## config.mk

```make
export PLATFORM = sky130hd
export DESIGN_NAME = ffc_regs
export DESIGN_NICKNAME = d
export VERILOG_FILES = /design/src/hw/ffc_pkg.sv /design/src/hw/ffc_regs.sv /design/src/hw/ffc_rx_packer.sv
export SDC_FILE = /design/constraint.sdc
export NUM_CORES = 1
export LEC_CHECK = 0
export ABC_AREA = 1
export BUFFER_PORTS_ARGS = -buffer_cell sky130_fd_sc_hd__buf_2
export CORE_ASPECT_RATIO = 2
export CORE_MARGIN = 2
export CORE_UTILIZATION = 25
export CTS_CLUSTER_SIZE = 20
export DETAILED_ROUTE_END_ITERATION = 16
export GPL_TIMING_DRIVEN = 0
export SYNTH_ARGS = -nofsm -noshare
export SYNTH_HDL_FRONTEND = slang
export SYNTH_SLANG_ARGS = --single-unit
export TNS_END_PERCENT = 30
```

## constraint.sdc

```tcl
create_clock -name core_clk -period 10.9 [get_ports core_clk]
set_clock_uncertainty 0.1 [all_clocks]
set_input_delay 0.545 -clock core_clk [delete_from_list [all_inputs] [get_ports core_clk]]
set_output_delay 0.545 -clock core_clk [all_outputs]
set_load 0.02 [all_outputs]
```

## src/hw/ffc_pkg.sv

```systemverilog
// Constants shared by the FIFO framing control register block.
// Functional notes
// - Near-full flag set when free FIFO space is at or below the threshold.
// - Near-empty flag set when FIFO byte count is at or below the threshold.
// - Threshold is six bits read/write, upper two bits reserved, reset 08h.
// - Writing 1 to control bit 7 stops the timer at once; reads 0.
// - Writing 1 to control bit 6 starts the timer at once; reads 0.
// - Identifier copy bit pushes ten stored bytes into the FIFO, then clears.
// - Control bit 4 selects initiator when 1, target when 0.
// - Control bits 2..0 show valid bits of last received byte; 0 means all.
// - Writing 1 to framing bit 7 begins transmission only while transceive waits for it.
// - Receive alignment picks the bit slot of the first received bit.
// - With alignment 7 the second bit lands in bit 0 of the next byte.
// - Transmit last-bits sets bits sent of final byte; 0 sends all.
// - Control and framing registers reset to 00h; bit 3 reserved in both.
// - FIFO holds 64 bytes; count rises on data writes, falls on reads.
// - Modem state reads 001 while transceive waits for transmit start.
package ffc_pkg;
    localparam logic [5:0] OFF_STATUS1 = 6'h07;
    localparam logic [5:0] OFF_STATUS2 = 6'h08;
    localparam logic [5:0] OFF_FIFO_DATA = 6'h09;
    localparam logic [5:0] OFF_FIFO_LEVEL = 6'h0a;
    localparam logic [5:0] OFF_WARN = 6'h0b;
    localparam logic [5:0] OFF_CTRL = 6'h0c;
    localparam logic [5:0] OFF_FRAMING = 6'h0d;
    localparam logic [5:0] WARN_RESET = 6'h08;
    localparam logic [7:0] CTRL_RESET = 8'h00;
    localparam logic [7:0] FRAMING_RESET = 8'h00;
    localparam int CTRL_STOP_BIT = 7;
    localparam int CTRL_START_BIT = 6;
    localparam int CTRL_IDCOPY_BIT = 5;
    localparam int CTRL_INIT_BIT = 4;
    localparam int LEVEL_FLUSH_BIT = 7;
    localparam int FRM_SEND_BIT = 7;
    localparam int FRM_ALIGN_LSB = 4;
    localparam int STAT_HI_BIT = 1;
    localparam int STAT_LO_BIT = 0;
    localparam int FIFO_DEPTH = 64;
    localparam int ID_LEN = 10;
    localparam logic [2:0] MODEM_IDLE = 3'h0;
    localparam logic [2:0] MODEM_WAIT_SEND = 3'h1;
    localparam logic [2:0] MODEM_SENDING = 3'h3;
    typedef enum {FFC_IDLE, FFC_WAIT, FFC_SEND} ffc_modem_t;
endpackage

```

## src/hw/ffc_regs.sv

```systemverilog
// Warning threshold, misc control and bit framing registers with their logic.
`timescale 1ns/1ps
`default_nettype none
module ffc_regs import ffc_pkg::*; #(
    parameter int FifoDepth = FIFO_DEPTH,
    parameter int IdLen = ID_LEN
) (
    input wire logic core_clk,
    input wire logic rst_n,
    input wire logic [5:0] regAddr,
    input wire logic regWrEn,
    input wire logic regRdEn,
    input wire logic [7:0] regWrData,
    output logic [7:0] regRdData,
    input wire logic transceiveActive,
    input wire logic rxFrameStart,
    input wire logic rxBitValid,
    input wire logic rxBitIn,
    input wire logic rxFrameEnd,
    output logic rxBytePush,
    output logic [7:0] rxByte,
    output logic timerStartPulse,
    output logic timerStopPulse,
    output logic idCopyPush,
    output logic [3:0] idCopyIndex,
    output logic initiatorMode,
    output logic [2:0] txFinalBitCount,
    output logic [2:0] modemState,
    output logic transmitStartPulse,
    output logic fifoFlushPulse,
    output logic fifoNearFullFlag,
    output logic fifoNearEmptyFlag,
    output logic [6:0] fifoFillCount
);
    logic [5:0] warnThreshold_r;
    logic [5:0] warnThreshold_nxt;
    logic [2:0] rx_first_bit_position_r;
    logic idCopyBusy_r;
    logic [2:0] rxFinalValidBits;
    logic [6:0] fillCount_nxt;
    ffc_modem_t modem_r;
    logic wrWarn;
    logic wrCtrl;
    logic wrFrm;
    logic wrData;
    logic rdData;
    logic flush;
    logic [3:0] copyRun_r;

    // Register port strobes.
    assign wrWarn = regWrEn && regAddr == OFF_WARN;
    assign wrCtrl = regWrEn && regAddr == OFF_CTRL;
    assign wrFrm = regWrEn && regAddr == OFF_FRAMING;
    assign wrData = regWrEn && regAddr == OFF_FIFO_DATA;
    assign rdData = regRdEn && regAddr == OFF_FIFO_DATA;
    assign flush = regWrEn && regAddr == OFF_FIFO_LEVEL
        && regWrData[LEVEL_FLUSH_BIT];

    ffc_rx_packer u_packer (
        .core_clk(core_clk),
        .rst_n(rst_n),
        .rx_first_bit_position(rx_first_bit_position_r),
        .frameStart(rxFrameStart),
        .bitValid(rxBitValid),
        .bitIn(rxBitIn),
        .frameEnd(rxFrameEnd),
        .bytePush(rxBytePush),
        .byteOut(rxByte),
        .lastBits(rxFinalValidBits)
    );

    // Threshold register; reserved upper bits are never stored.
    assign warnThreshold_nxt = wrWarn ? regWrData[5:0] : warnThreshold_r;
    always_ff @(posedge core_clk or negedge rst_n) begin
        if (!rst_n) begin
            warnThreshold_r <= WARN_RESET;
        end else begin
            warnThreshold_r <= warnThreshold_nxt;
        end
    end

    // Writable control and framing fields.
    always_ff @(posedge core_clk or negedge rst_n) begin
        if (!rst_n) begin
            initiatorMode <= CTRL_RESET[CTRL_INIT_BIT];
            rx_first_bit_position_r <= FRAMING_RESET[6:4];
            txFinalBitCount <= FRAMING_RESET[2:0];
        end else begin
            if (wrCtrl) begin
                initiatorMode <= regWrData[CTRL_INIT_BIT];
            end
            if (wrFrm) begin
                rx_first_bit_position_r <= regWrData[6:4];
                txFinalBitCount <= regWrData[2:0];
            end
        end
    end

    // Strobes last one cycle and are not stored, so they read back as 0.
    always_ff @(posedge core_clk or negedge rst_n) begin
        if (!rst_n) begin
            timerStopPulse <= 1'b0;
            timerStartPulse <= 1'b0;
            fifoFlushPulse <= 1'b0;
        end else begin
            timerStopPulse <= wrCtrl && regWrData[CTRL_STOP_BIT];
            timerStartPulse <= wrCtrl && regWrData[CTRL_START_BIT];
            fifoFlushPulse <= flush;
        end
    end

    // Identifier copy sequencer; one byte per cycle, bit clears itself.
    // A new request during a copy is ignored so the FIFO never gets a
    // torn identifier.
    always_ff @(posedge core_clk or negedge rst_n) begin
        if (!rst_n) begin
            idCopyBusy_r <= 1'b0;
            idCopyPush <= 1'b0;
            idCopyIndex <= 4'h0;
        end else if (!idCopyBusy_r) begin
            idCopyPush <= 1'b0;
            idCopyIndex <= 4'h0;
            if (wrCtrl && regWrData[CTRL_IDCOPY_BIT]) begin
                idCopyBusy_r <= 1'b1;
            end
        end else if (idCopyPush && idCopyIndex == 4'(IdLen - 1)) begin
            idCopyPush <= 1'b0;
            idCopyBusy_r <= 1'b0;
        end else begin
            idCopyIndex <= idCopyPush ? idCopyIndex + 4'h1 : 4'h0;
            idCopyPush <= 1'b1;
        end
    end

    // Modem state: transceive waits here until the host sets transmit start.
    always_ff @(posedge core_clk or negedge rst_n) begin
        if (!rst_n) begin
            modem_r <= FFC_IDLE;
            transmitStartPulse <= 1'b0;
        end else begin
            transmitStartPulse <= 1'b0;
            unique case (modem_r)
                FFC_IDLE: begin
                    if (transceiveActive) begin
                        modem_r <= FFC_WAIT;
                    end
                end
                FFC_WAIT: begin
                    if (!transceiveActive) begin
                        modem_r <= FFC_IDLE;
                    end else if (wrFrm && regWrData[FRM_SEND_BIT]) begin
                        modem_r <= FFC_SEND;
                        transmitStartPulse <= 1'b1;
                    end
                end
                FFC_SEND: begin
                    // Further writes, of 0 or 1, leave the send running.
                    if (!transceiveActive) begin
                        modem_r <= FFC_IDLE;
                    end
                end
            endcase
        end
    end

    always_ff @(posedge core_clk or negedge rst_n) begin
        if (!rst_n) begin
            modemState <= MODEM_IDLE;
        end else begin
            unique case (modem_r)
                FFC_IDLE: modemState <= MODEM_IDLE;
                FFC_WAIT: modemState <= MODEM_WAIT_SEND;
                FFC_SEND: modemState <= MODEM_SENDING;
            endcase
        end
    end

    // Fill count bookkeeping; it saturates so a misbehaving host cannot
    // wrap it, and flush wins over every push or pop in the same cycle.
    always_comb begin
        int cnt;
        cnt = int'(fifoFillCount);
        if (flush) begin
            cnt = 0;
        end else begin
            cnt = cnt + int'(wrData) + int'(idCopyPush)
                + int'(rxBytePush);
            if (rdData && fifoFillCount != 7'h00) begin
                cnt = cnt - 1;
            end
            if (cnt > FifoDepth) begin
                cnt = FifoDepth;
            end
        end
        fillCount_nxt = 7'(cnt);
    end

    // Flags come from the next count and threshold so they are never stale.
    always_ff @(posedge core_clk or negedge rst_n) begin
        if (!rst_n) begin
            fifoFillCount <= 7'h00;
            fifoNearFullFlag <= 1'b0;
            fifoNearEmptyFlag <= 1'b1;
        end else begin
            fifoFillCount <= fillCount_nxt;
            fifoNearFullFlag <= (7'(FifoDepth) - fillCount_nxt)
                <= {1'b0, warnThreshold_nxt};
            fifoNearEmptyFlag <= fillCount_nxt
                <= {1'b0, warnThreshold_nxt};
        end
    end

    // Read port; reserved bits and strobes read 0, data port reads are
    // served by the FIFO outside.
    always_ff @(posedge core_clk or negedge rst_n) begin
        if (!rst_n) begin
            regRdData <= 8'h00;
        end else if (regRdEn) begin
            unique case (regAddr)
                OFF_STATUS1: regRdData <= {6'h00, fifoNearFullFlag,
                    fifoNearEmptyFlag};
                OFF_STATUS2: regRdData <= {5'h00, modemState};
                OFF_FIFO_LEVEL: regRdData <= {1'b0, fifoFillCount};
                OFF_WARN: regRdData <= {2'h0, warnThreshold_r};
                OFF_CTRL: regRdData <= {2'h0, idCopyBusy_r, initiatorMode,
                    1'b0, rxFinalValidBits};
                OFF_FRAMING: regRdData <= {1'b0, rx_first_bit_position_r, 1'b0,
                    txFinalBitCount};
                default: regRdData <= 8'h00;
            endcase
        end
    end

    nearEmpty_a: assert property (@(posedge core_clk) disable iff (!rst_n)
        fifoNearEmptyFlag == (fifoFillCount <= {1'b0, warnThreshold_r}))
        else $error("Near-empty flag disagrees with count.");
    nearFull_a: assert property (@(posedge core_clk) disable iff (!rst_n)
        fifoNearFullFlag
            == ((7'(FifoDepth) - fifoFillCount) <= {1'b0, warnThreshold_r}))
        else $error("Near-full flag disagrees with free space.");
    warnReset_a: assert property (@(posedge core_clk)
        !rst_n |=> warnThreshold_r == WARN_RESET || $rose(rst_n))
        else $error("Threshold not at reset value.");
    stopPulse_a: assert property (@(posedge core_clk) disable iff (!rst_n)
        (wrCtrl && regWrData[CTRL_STOP_BIT]) |=> timerStopPulse
            ##1 !timerStopPulse || $past(wrCtrl))
        else $error("Timer stop strobe wrong.");
    startPulse_a: assert property (@(posedge core_clk) disable iff (!rst_n)
        timerStartPulse |-> $past(wrCtrl) && $past(regWrData[CTRL_START_BIT]))
        else $error("Timer start strobe without a write.");
    // Length of the current push run; a counter keeps the copy-length check
    // cheap where a long repetition would be unrolled by the tools.
    always_ff @(posedge core_clk or negedge rst_n) begin
        if (!rst_n) begin
            copyRun_r <= 4'h0;
        end else begin
            copyRun_r <= idCopyPush ? copyRun_r + 4'h1 : 4'h0;
        end
    end
    idCopyMax_a: assert property (@(posedge core_clk) disable iff (!rst_n)
        idCopyPush |-> copyRun_r < 4'(IdLen))
        else $error("Identifier copy longer than ten bytes.");
    idCopyLen_a: assert property (@(posedge core_clk) disable iff (!rst_n)
        $fell(idCopyPush) |-> copyRun_r == 4'(IdLen))
        else $error("Identifier copy not ten bytes.");
    waitCode_a: assert property (@(posedge core_clk) disable iff (!rst_n)
        (modem_r == FFC_WAIT) |=> modemState == MODEM_WAIT_SEND)
        else $error("Modem state not 001 while waiting.");
    sendStart_a: assert property (@(posedge core_clk) disable iff (!rst_n)
        (modem_r == FFC_WAIT && transceiveActive && wrFrm
            && regWrData[FRM_SEND_BIT]) |=> transmitStartPulse
            ##1 modemState == MODEM_SENDING)
        else $error("Transmit start did not begin sending.");
    fillBound_a: assert property (@(posedge core_clk) disable iff (!rst_n)
        (wrData && !rdData && !flush && fifoFillCount < 7'(FifoDepth - 2))
            |=> fifoFillCount > $past(fifoFillCount))
        else $error("Data write did not raise fill count.");
    ctrlRead_a: assert property (@(posedge core_clk) disable iff (!rst_n)
        (regRdEn && regAddr == OFF_CTRL) |=> regRdData[7:6] == 2'h0
            && regRdData[3] == 1'b0 && regRdData[4] == initiatorMode)
        else $error("Control read shows strobe or reserved bits.");
endmodule
`default_nettype wire

```

## src/hw/ffc_rx_packer.sv

```systemverilog
// Places received bits into FIFO bytes starting at the programmed alignment.
`timescale 1ns/1ps
`default_nettype none
module ffc_rx_packer import ffc_pkg::*; (
    input wire logic core_clk,
    input wire logic rst_n,
    input wire logic [2:0] rx_first_bit_position,
    input wire logic frameStart,
    input wire logic bitValid,
    input wire logic bitIn,
    input wire logic frameEnd,
    output logic bytePush,
    output logic [7:0] byteOut,
    output logic [2:0] lastBits
);
    logic [7:0] shift_r;
    logic [2:0] pos_r;

    // Each bit goes to the current slot; a full byte is pushed at slot 7.
    always_ff @(posedge core_clk or negedge rst_n) begin
        if (!rst_n) begin
            shift_r <= 8'h00;
            pos_r <= 3'h0;
            bytePush <= 1'b0;
            byteOut <= 8'h00;
        end else begin
            bytePush <= 1'b0;
            if (frameStart) begin
                shift_r <= 8'h00;
                pos_r <= rx_first_bit_position;
            end else if (bitValid) begin
                if (pos_r == 3'h7) begin
                    byteOut <= {bitIn, shift_r[6:0]};
                    bytePush <= 1'b1;
                    shift_r <= 8'h00;
                    pos_r <= 3'h0;
                end else begin
                    shift_r[pos_r] <= bitIn;
                    pos_r <= pos_r + 3'h1;
                end
            end else if (frameEnd && pos_r != 3'h0) begin
                // A partial tail byte is still delivered to the FIFO.
                byteOut <= shift_r;
                bytePush <= 1'b1;
            end
        end
    end

    // Valid-bit count of the last byte; zero when the frame ended on a byte.
    always_ff @(posedge core_clk or negedge rst_n) begin
        if (!rst_n) begin
            lastBits <= 3'h0;
        end else if (frameEnd && !frameStart && !bitValid) begin
            lastBits <= pos_r;
        end
    end

    wrapNext_a: assert property (@(posedge core_clk) disable iff (!rst_n)
        (bitValid && !frameStart && pos_r == 3'h7) |=> bytePush && pos_r == 3'h0)
        else $error("Bit in slot 7 did not close the byte.");
    alignLoad_a: assert property (@(posedge core_clk) disable iff (!rst_n)
        frameStart |=> pos_r == $past(rx_first_bit_position))
        else $error("First bit slot not taken from alignment.");
endmodule
`default_nettype wire

```

==> flow_results.xml <==
<?xml version="1.0" encoding="UTF-8"?>
<metrics>
  <group name="outcome">
    <metric name="run_status" unit="">finished, final reports clean</metric>
  </group>
  <group name="logic_synthesis">
    <metric name="syn_avg_cell_area" unit="sq um">7.95</metric>
    <metric name="ys_seq_elements" unit="">66</metric>
    <metric name="post_synthesis_sequential_area_ratio" unit="">0.417</metric>
    <metric name="synthDistinctLibCells" unit="">42</metric>
    <metric name="netlist_top_cells_area" unit="">dfrtp_1 40%, nand2_1 10%, inv_1 8.0%, ha_1 7.6%, o21ai_0 4.8%</metric>
    <metric name="netlist_area" unit="sq mm">0.00397</metric>
    <metric name="post_synth_top_flop" unit="">dfrtp_1</metric>
    <metric name="cell_count_after_synthesis" unit="">499</metric>
    <metric name="synth_enable_flop_cells" unit="">0</metric>
    <metric name="ys_async_sr_fraction" unit="">1.00</metric>
    <metric name="ys.warnings.count" unit="">0</metric>
    <metric name="synth_top_area_share" unit="">0.404</metric>
    <metric name="synth_largest_area_cell" unit="">dfrtp_1</metric>
  </group>
  <group name="clock_tree">
    <metric name="cts_num_sinks" unit="">66</metric>
    <metric name="root_buffer" unit="">clkbuf_16</metric>
    <metric name="number_of_buffers_inserted_to_repair_setup_after_cts" unit="">0</metric>
    <metric name="path_clk_slew" unit="ns">0.06</metric>
    <metric name="resize_count_post_cts" unit="">0</metric>
    <metric name="cts_made_buffers" unit="">9</metric>
    <metric name="cts_hold_repair.buffers" unit="">0</metric>
    <metric name="cts_max_level" unit="">3</metric>
    <metric name="clock_tree_from_tritoncts" unit="">yes</metric>
    <metric name="cts-root-to-sink-buffers" unit="">2</metric>
    <metric name="insertion_delay" unit="ns">0.33</metric>
  </group>
  <group name="floorplanning">
    <metric name="dieWidth" unit="um">93.1</metric>
    <metric name="dieHeight" unit="um">182</metric>
    <metric name="initial_utilization" unit="">0.254</metric>
    <metric name="core-area" unit="sq mm">0.0156</metric>
    <metric name="design.die.area" unit="sq mm">0.0169</metric>
    <metric name="placement_rows" unit="">65</metric>
    <metric name="top_level_pins" unit="">65</metric>
  </group>
  <group name="placed_design">
    <metric name="detailedPlacementHpwl" unit="mm">7.90</metric>
    <metric name="dp.cells" unit="">762</metric>
    <metric name="place.gp.congestion" unit="">0.868</metric>
    <metric name="port-buffer-count" unit="">61</metric>
    <metric name="placement.cell_area" unit="sq mm">0.00453</metric>
  </group>
  <group name="flow_run">
    <metric name="cap_violations" unit="">0</metric>
  </group>
  <group name="pwr">
    <metric name="pwr-share-comb" unit="">0.404</metric>
    <metric name="internal" unit="mW">0.587</metric>
    <metric name="power.share.clock" unit="">0.277</metric>
    <metric name="sequentialPowerShare" unit="">0.319</metric>
    <metric name="swShare" unit="">0.408</metric>
    <metric name="max-vdd-ir-drop" unit="mV">0.0909</metric>
    <metric name="net-switching-power" unit="mW">0.405</metric>
    <metric name="p_per_area" unit="mW/mm^2">206</metric>
    <metric name="total_leakage_power" unit="nW">2.48</metric>
  </group>
  <group name="drt">
    <metric name="ant_nets" unit="">0</metric>
    <metric name="detail_route.drc_violations" unit="">0</metric>
    <metric name="finalWirelength" unit="mm">9.95</metric>
    <metric name="viasPerCell" unit="">4.49</metric>
    <metric name="drt_first_iter_violations" unit="">240</metric>
    <metric name="vias" unit="">3497</metric>
    <metric name="drt-wirelength-per-cell" unit="um">12.8</metric>
    <metric name="drtPass1Iterations" unit="">4</metric>
  </group>
  <group name="worst_setup_path">
    <metric name="crit_end" unit="">fifoNearFullFlag$_DFF_PN0_</metric>
    <metric name="worst_setup_path_start_kind" unit="">flip-flop</metric>
    <metric name="worst-setup-path-type" unit="">reg -&gt; reg</metric>
    <metric name="r2r-end" unit="">fifoNearFullFlag$_DFF_PN0_</metric>
    <metric name="cp_slowest_stage_delay" unit="ns">0.50</metric>
    <metric name="reg2reg_depth" unit="">28</metric>
    <metric name="reg_to_reg_critical_path_startpoint" unit="">fifoFillCount[0]$_DFF_PN0_</metric>
    <metric name="highest_fanout_seen_on_the_critical_path" unit="">6</metric>
    <metric name="timing.reg2reg.setup_slack" unit="ns">5.93</metric>
    <metric name="crit_arrival" unit="ns">5.12</metric>
    <metric name="critical_path.slowest_cell" unit="">fa_1</metric>
    <metric name="setup.worst_path.end_class" unit="">flip-flop</metric>
    <metric name="required" unit="ns">11.05</metric>
    <metric name="timing.critical_path.from" unit="">fifoFillCount[0]$_DFF_PN0_</metric>
  </group>
  <group name="cells_and_area">
    <metric name="area_growth" unit="%">21.5</metric>
    <metric name="post_route_cells_drive_above_1_share" unit="">0.211</metric>
    <metric name="fin_util" unit="">0.309</metric>
    <metric name="antenna_cells" unit="">0</metric>
    <metric name="non_filler_instance_count_after_layout" unit="">778</metric>
    <metric name="finalInstanceArea" unit="sq mm">0.00482</metric>
    <metric name="finalNetCount" unit="">621</metric>
  </group>
  <group name="global_routing">
    <metric name="first_global_vias" unit="">3384</metric>
    <metric name="grt_start_max_net_pins" unit="">67</metric>
    <metric name="gr-total-overflow" unit="">0</metric>
    <metric name="global_route.usage.total" unit="">0.126</metric>
    <metric name="grt_pass1_wl" unit="mm">16.8</metric>
    <metric name="antenna_violations_before_repair" unit="">0</metric>
  </group>
  <group name="min_path">
    <metric name="path_type_of_the_worst_min_delay_path" unit="">in -&gt; async</metric>
  </group>
  <group name="sta">
    <metric name="slew_headroom" unit="">0.451</metric>
    <metric name="rsz0062_at_grt" unit="">no</metric>
    <metric name="totalNegativeSetupSlack" unit="ns">0</metric>
    <metric name="worst-slew-pin-transition" unit="ns">0.824</metric>
    <metric name="clock.fmax" unit="MHz">201</metric>
    <metric name="timing.final.crit_period" unit="ns">4.97</metric>
    <metric name="final_max_slew_viol_count" unit="">0</metric>
    <metric name="timing.final.setup_violations" unit="">0</metric>
    <metric name="finalHoldViolations" unit="">0</metric>
    <metric name="final_min_period_over_clock_period" unit="">0.456</metric>
  </group>
</metrics>
worst max-delay path, delay by kind of cell, from the launching register on:
family,cells,cell delay (ns)
xor gates and xnor gates,1,0.18
buffers and inverters,5,0.44
and+or+nand+nor,11,1.10
AOI/OAI and AO/OA,5,0.70
DFF,1,0.39
adders and majority gates,6,1.96
cells in the mapped netlist, types with 2 or more instances:
cell type,instances
nand2_1,106
inv_1,85
dfrtp_1,64
nor2_1,38
o21ai_0,38
nand3_1,28
ha_1,24
a21oi_1,13
o22ai_1,11
nand2_2,10
nor2_2,8
nand4_1,7
nor3_1,7
nor2_4,5
clkbuf_1,4
inv_2,4
nand3_2,4
a221oi_1,3
buf_4,3
mux2_2,3
xor2_1,3
a22oi_1,2
a31oi_1,2
a32o_1,2
dfstp_2,2
fa_1,2
nand2_4,2
nand3b_1,2
o211ai_1,2
o21ai_1,2
xnor2_1,2
through the flow:
stage          setup WS, ns  hold WS [ns]  power, mW
3_3_place_gp           5.94         0.363      0.714
3_5_place_dp           5.83         0.364      0.724
6_report               5.93         0.214      0.992
2_1_floorplan          6.40         0.149      0.608
5_1_grt                5.47         0.279       1.08
4_1_cts                5.90         0.249       1.01
layout by cell type (no fill, tap or decap), drive strengths merged, types with 3 or more instances in the layout:
master and instances:
nor3 8, mux2 3, o21ai 41, ha 24, nor2 51, nand3 32, buf 65, inv 90
nand4 7, a21oi 14, a221oi 3, dfrtp 64, nand2 118, xor2 3, clkbuf 15, o22ai 11
area by class of cell:
cell class	instances	area, sq um
Buffer	8	42.5
Multi-Input combinational cell	337	1940
Inverter	89	334
Timing Repair Buffer	61	308
Clock buffer	11	253
Tap cell	201	251
Clock inverter	5	37.5
Fill cell	1701	10800
Sequential cell	66	1650
flip-flops by register name, summed over array words and instances, names as in the netlist, 2 cells and up:
register and count:
rx_first_bit_position_r 3, fifoFillCount 7, warnThreshold_r 6, modem_r 2, u_packer.shift_r 8, u_packer.pos_r 3, txFinalBitCount 3, u_packer.lastBits 3
modemState 2, idCopyIndex 4, u_packer.byteOut 8, regRdData 7
per-layer routing:
metal	track usage	part of all wire	wire, um	vias to the layer above
met3	0.0297	0.072	713	12
li1	-	-	-	1762
met4	0.0459	0.019	193	0
met2	0.187	0.44	4380	108
met5	0	0	0	-
met1	0.177	0.47	4660	1615
worst min path at each step:
stage | startpoint | end | slack (ns) | cells past startpoint
final | rst_n | u_packer.shift_r[2]$_DFFE_PN0P_ | 0.21 | 1
after CTS | rst_n | regRdData[1]$_DFFE_PN0P_ | 0.25 | 1
after floorplan | rst_n | fifoFillCount[0]$_DFF_PN0_ | 0.15 | 0
after global routing | rst_n | u_packer.shift_r[2]$_DFFE_PN0P_ | 0.28 | 1
after detailed placement | regRdData[3]$_DFFE_PN0P_ | regRdData[3]$_DFFE_PN0P_ | 0.36 | 2
after global placement | u_packer.byteOut[2]$_DFFE_PN0P_ | u_packer.byteOut[2]$_DFFE_PN0P_ | 0.36 | 2
cells by family (layout without fill, tap and decap cells):
family | after synthesis | after routing | share of synthesized area
xor+xnor | 5 | 5 | 0.0110
mux | 4 | 4 | 0.0110
other cells | 1 | 2 | 0.000945
compound gates | 81 | 81 | 0.120
flops | 66 | 66 | 0.417
simple gates | 219 | 219 | 0.259
fa+ha+maj | 26 | 26 | 0.0858
buf+inv | 97 | 174 | 0.0949
power by group through the flow:
stage	combinational [mW]	sequential (mW)	clock, mW
CTS	0.405	0.317	0.283
detailed placement	0.403	0.321	0
global placement	0.392	0.322	0
floorplan	0.271	0.337	0
finish	0.401	0.317	0.274
global route	0.465	0.322	0.295
(Power assumes the default switching activity.)
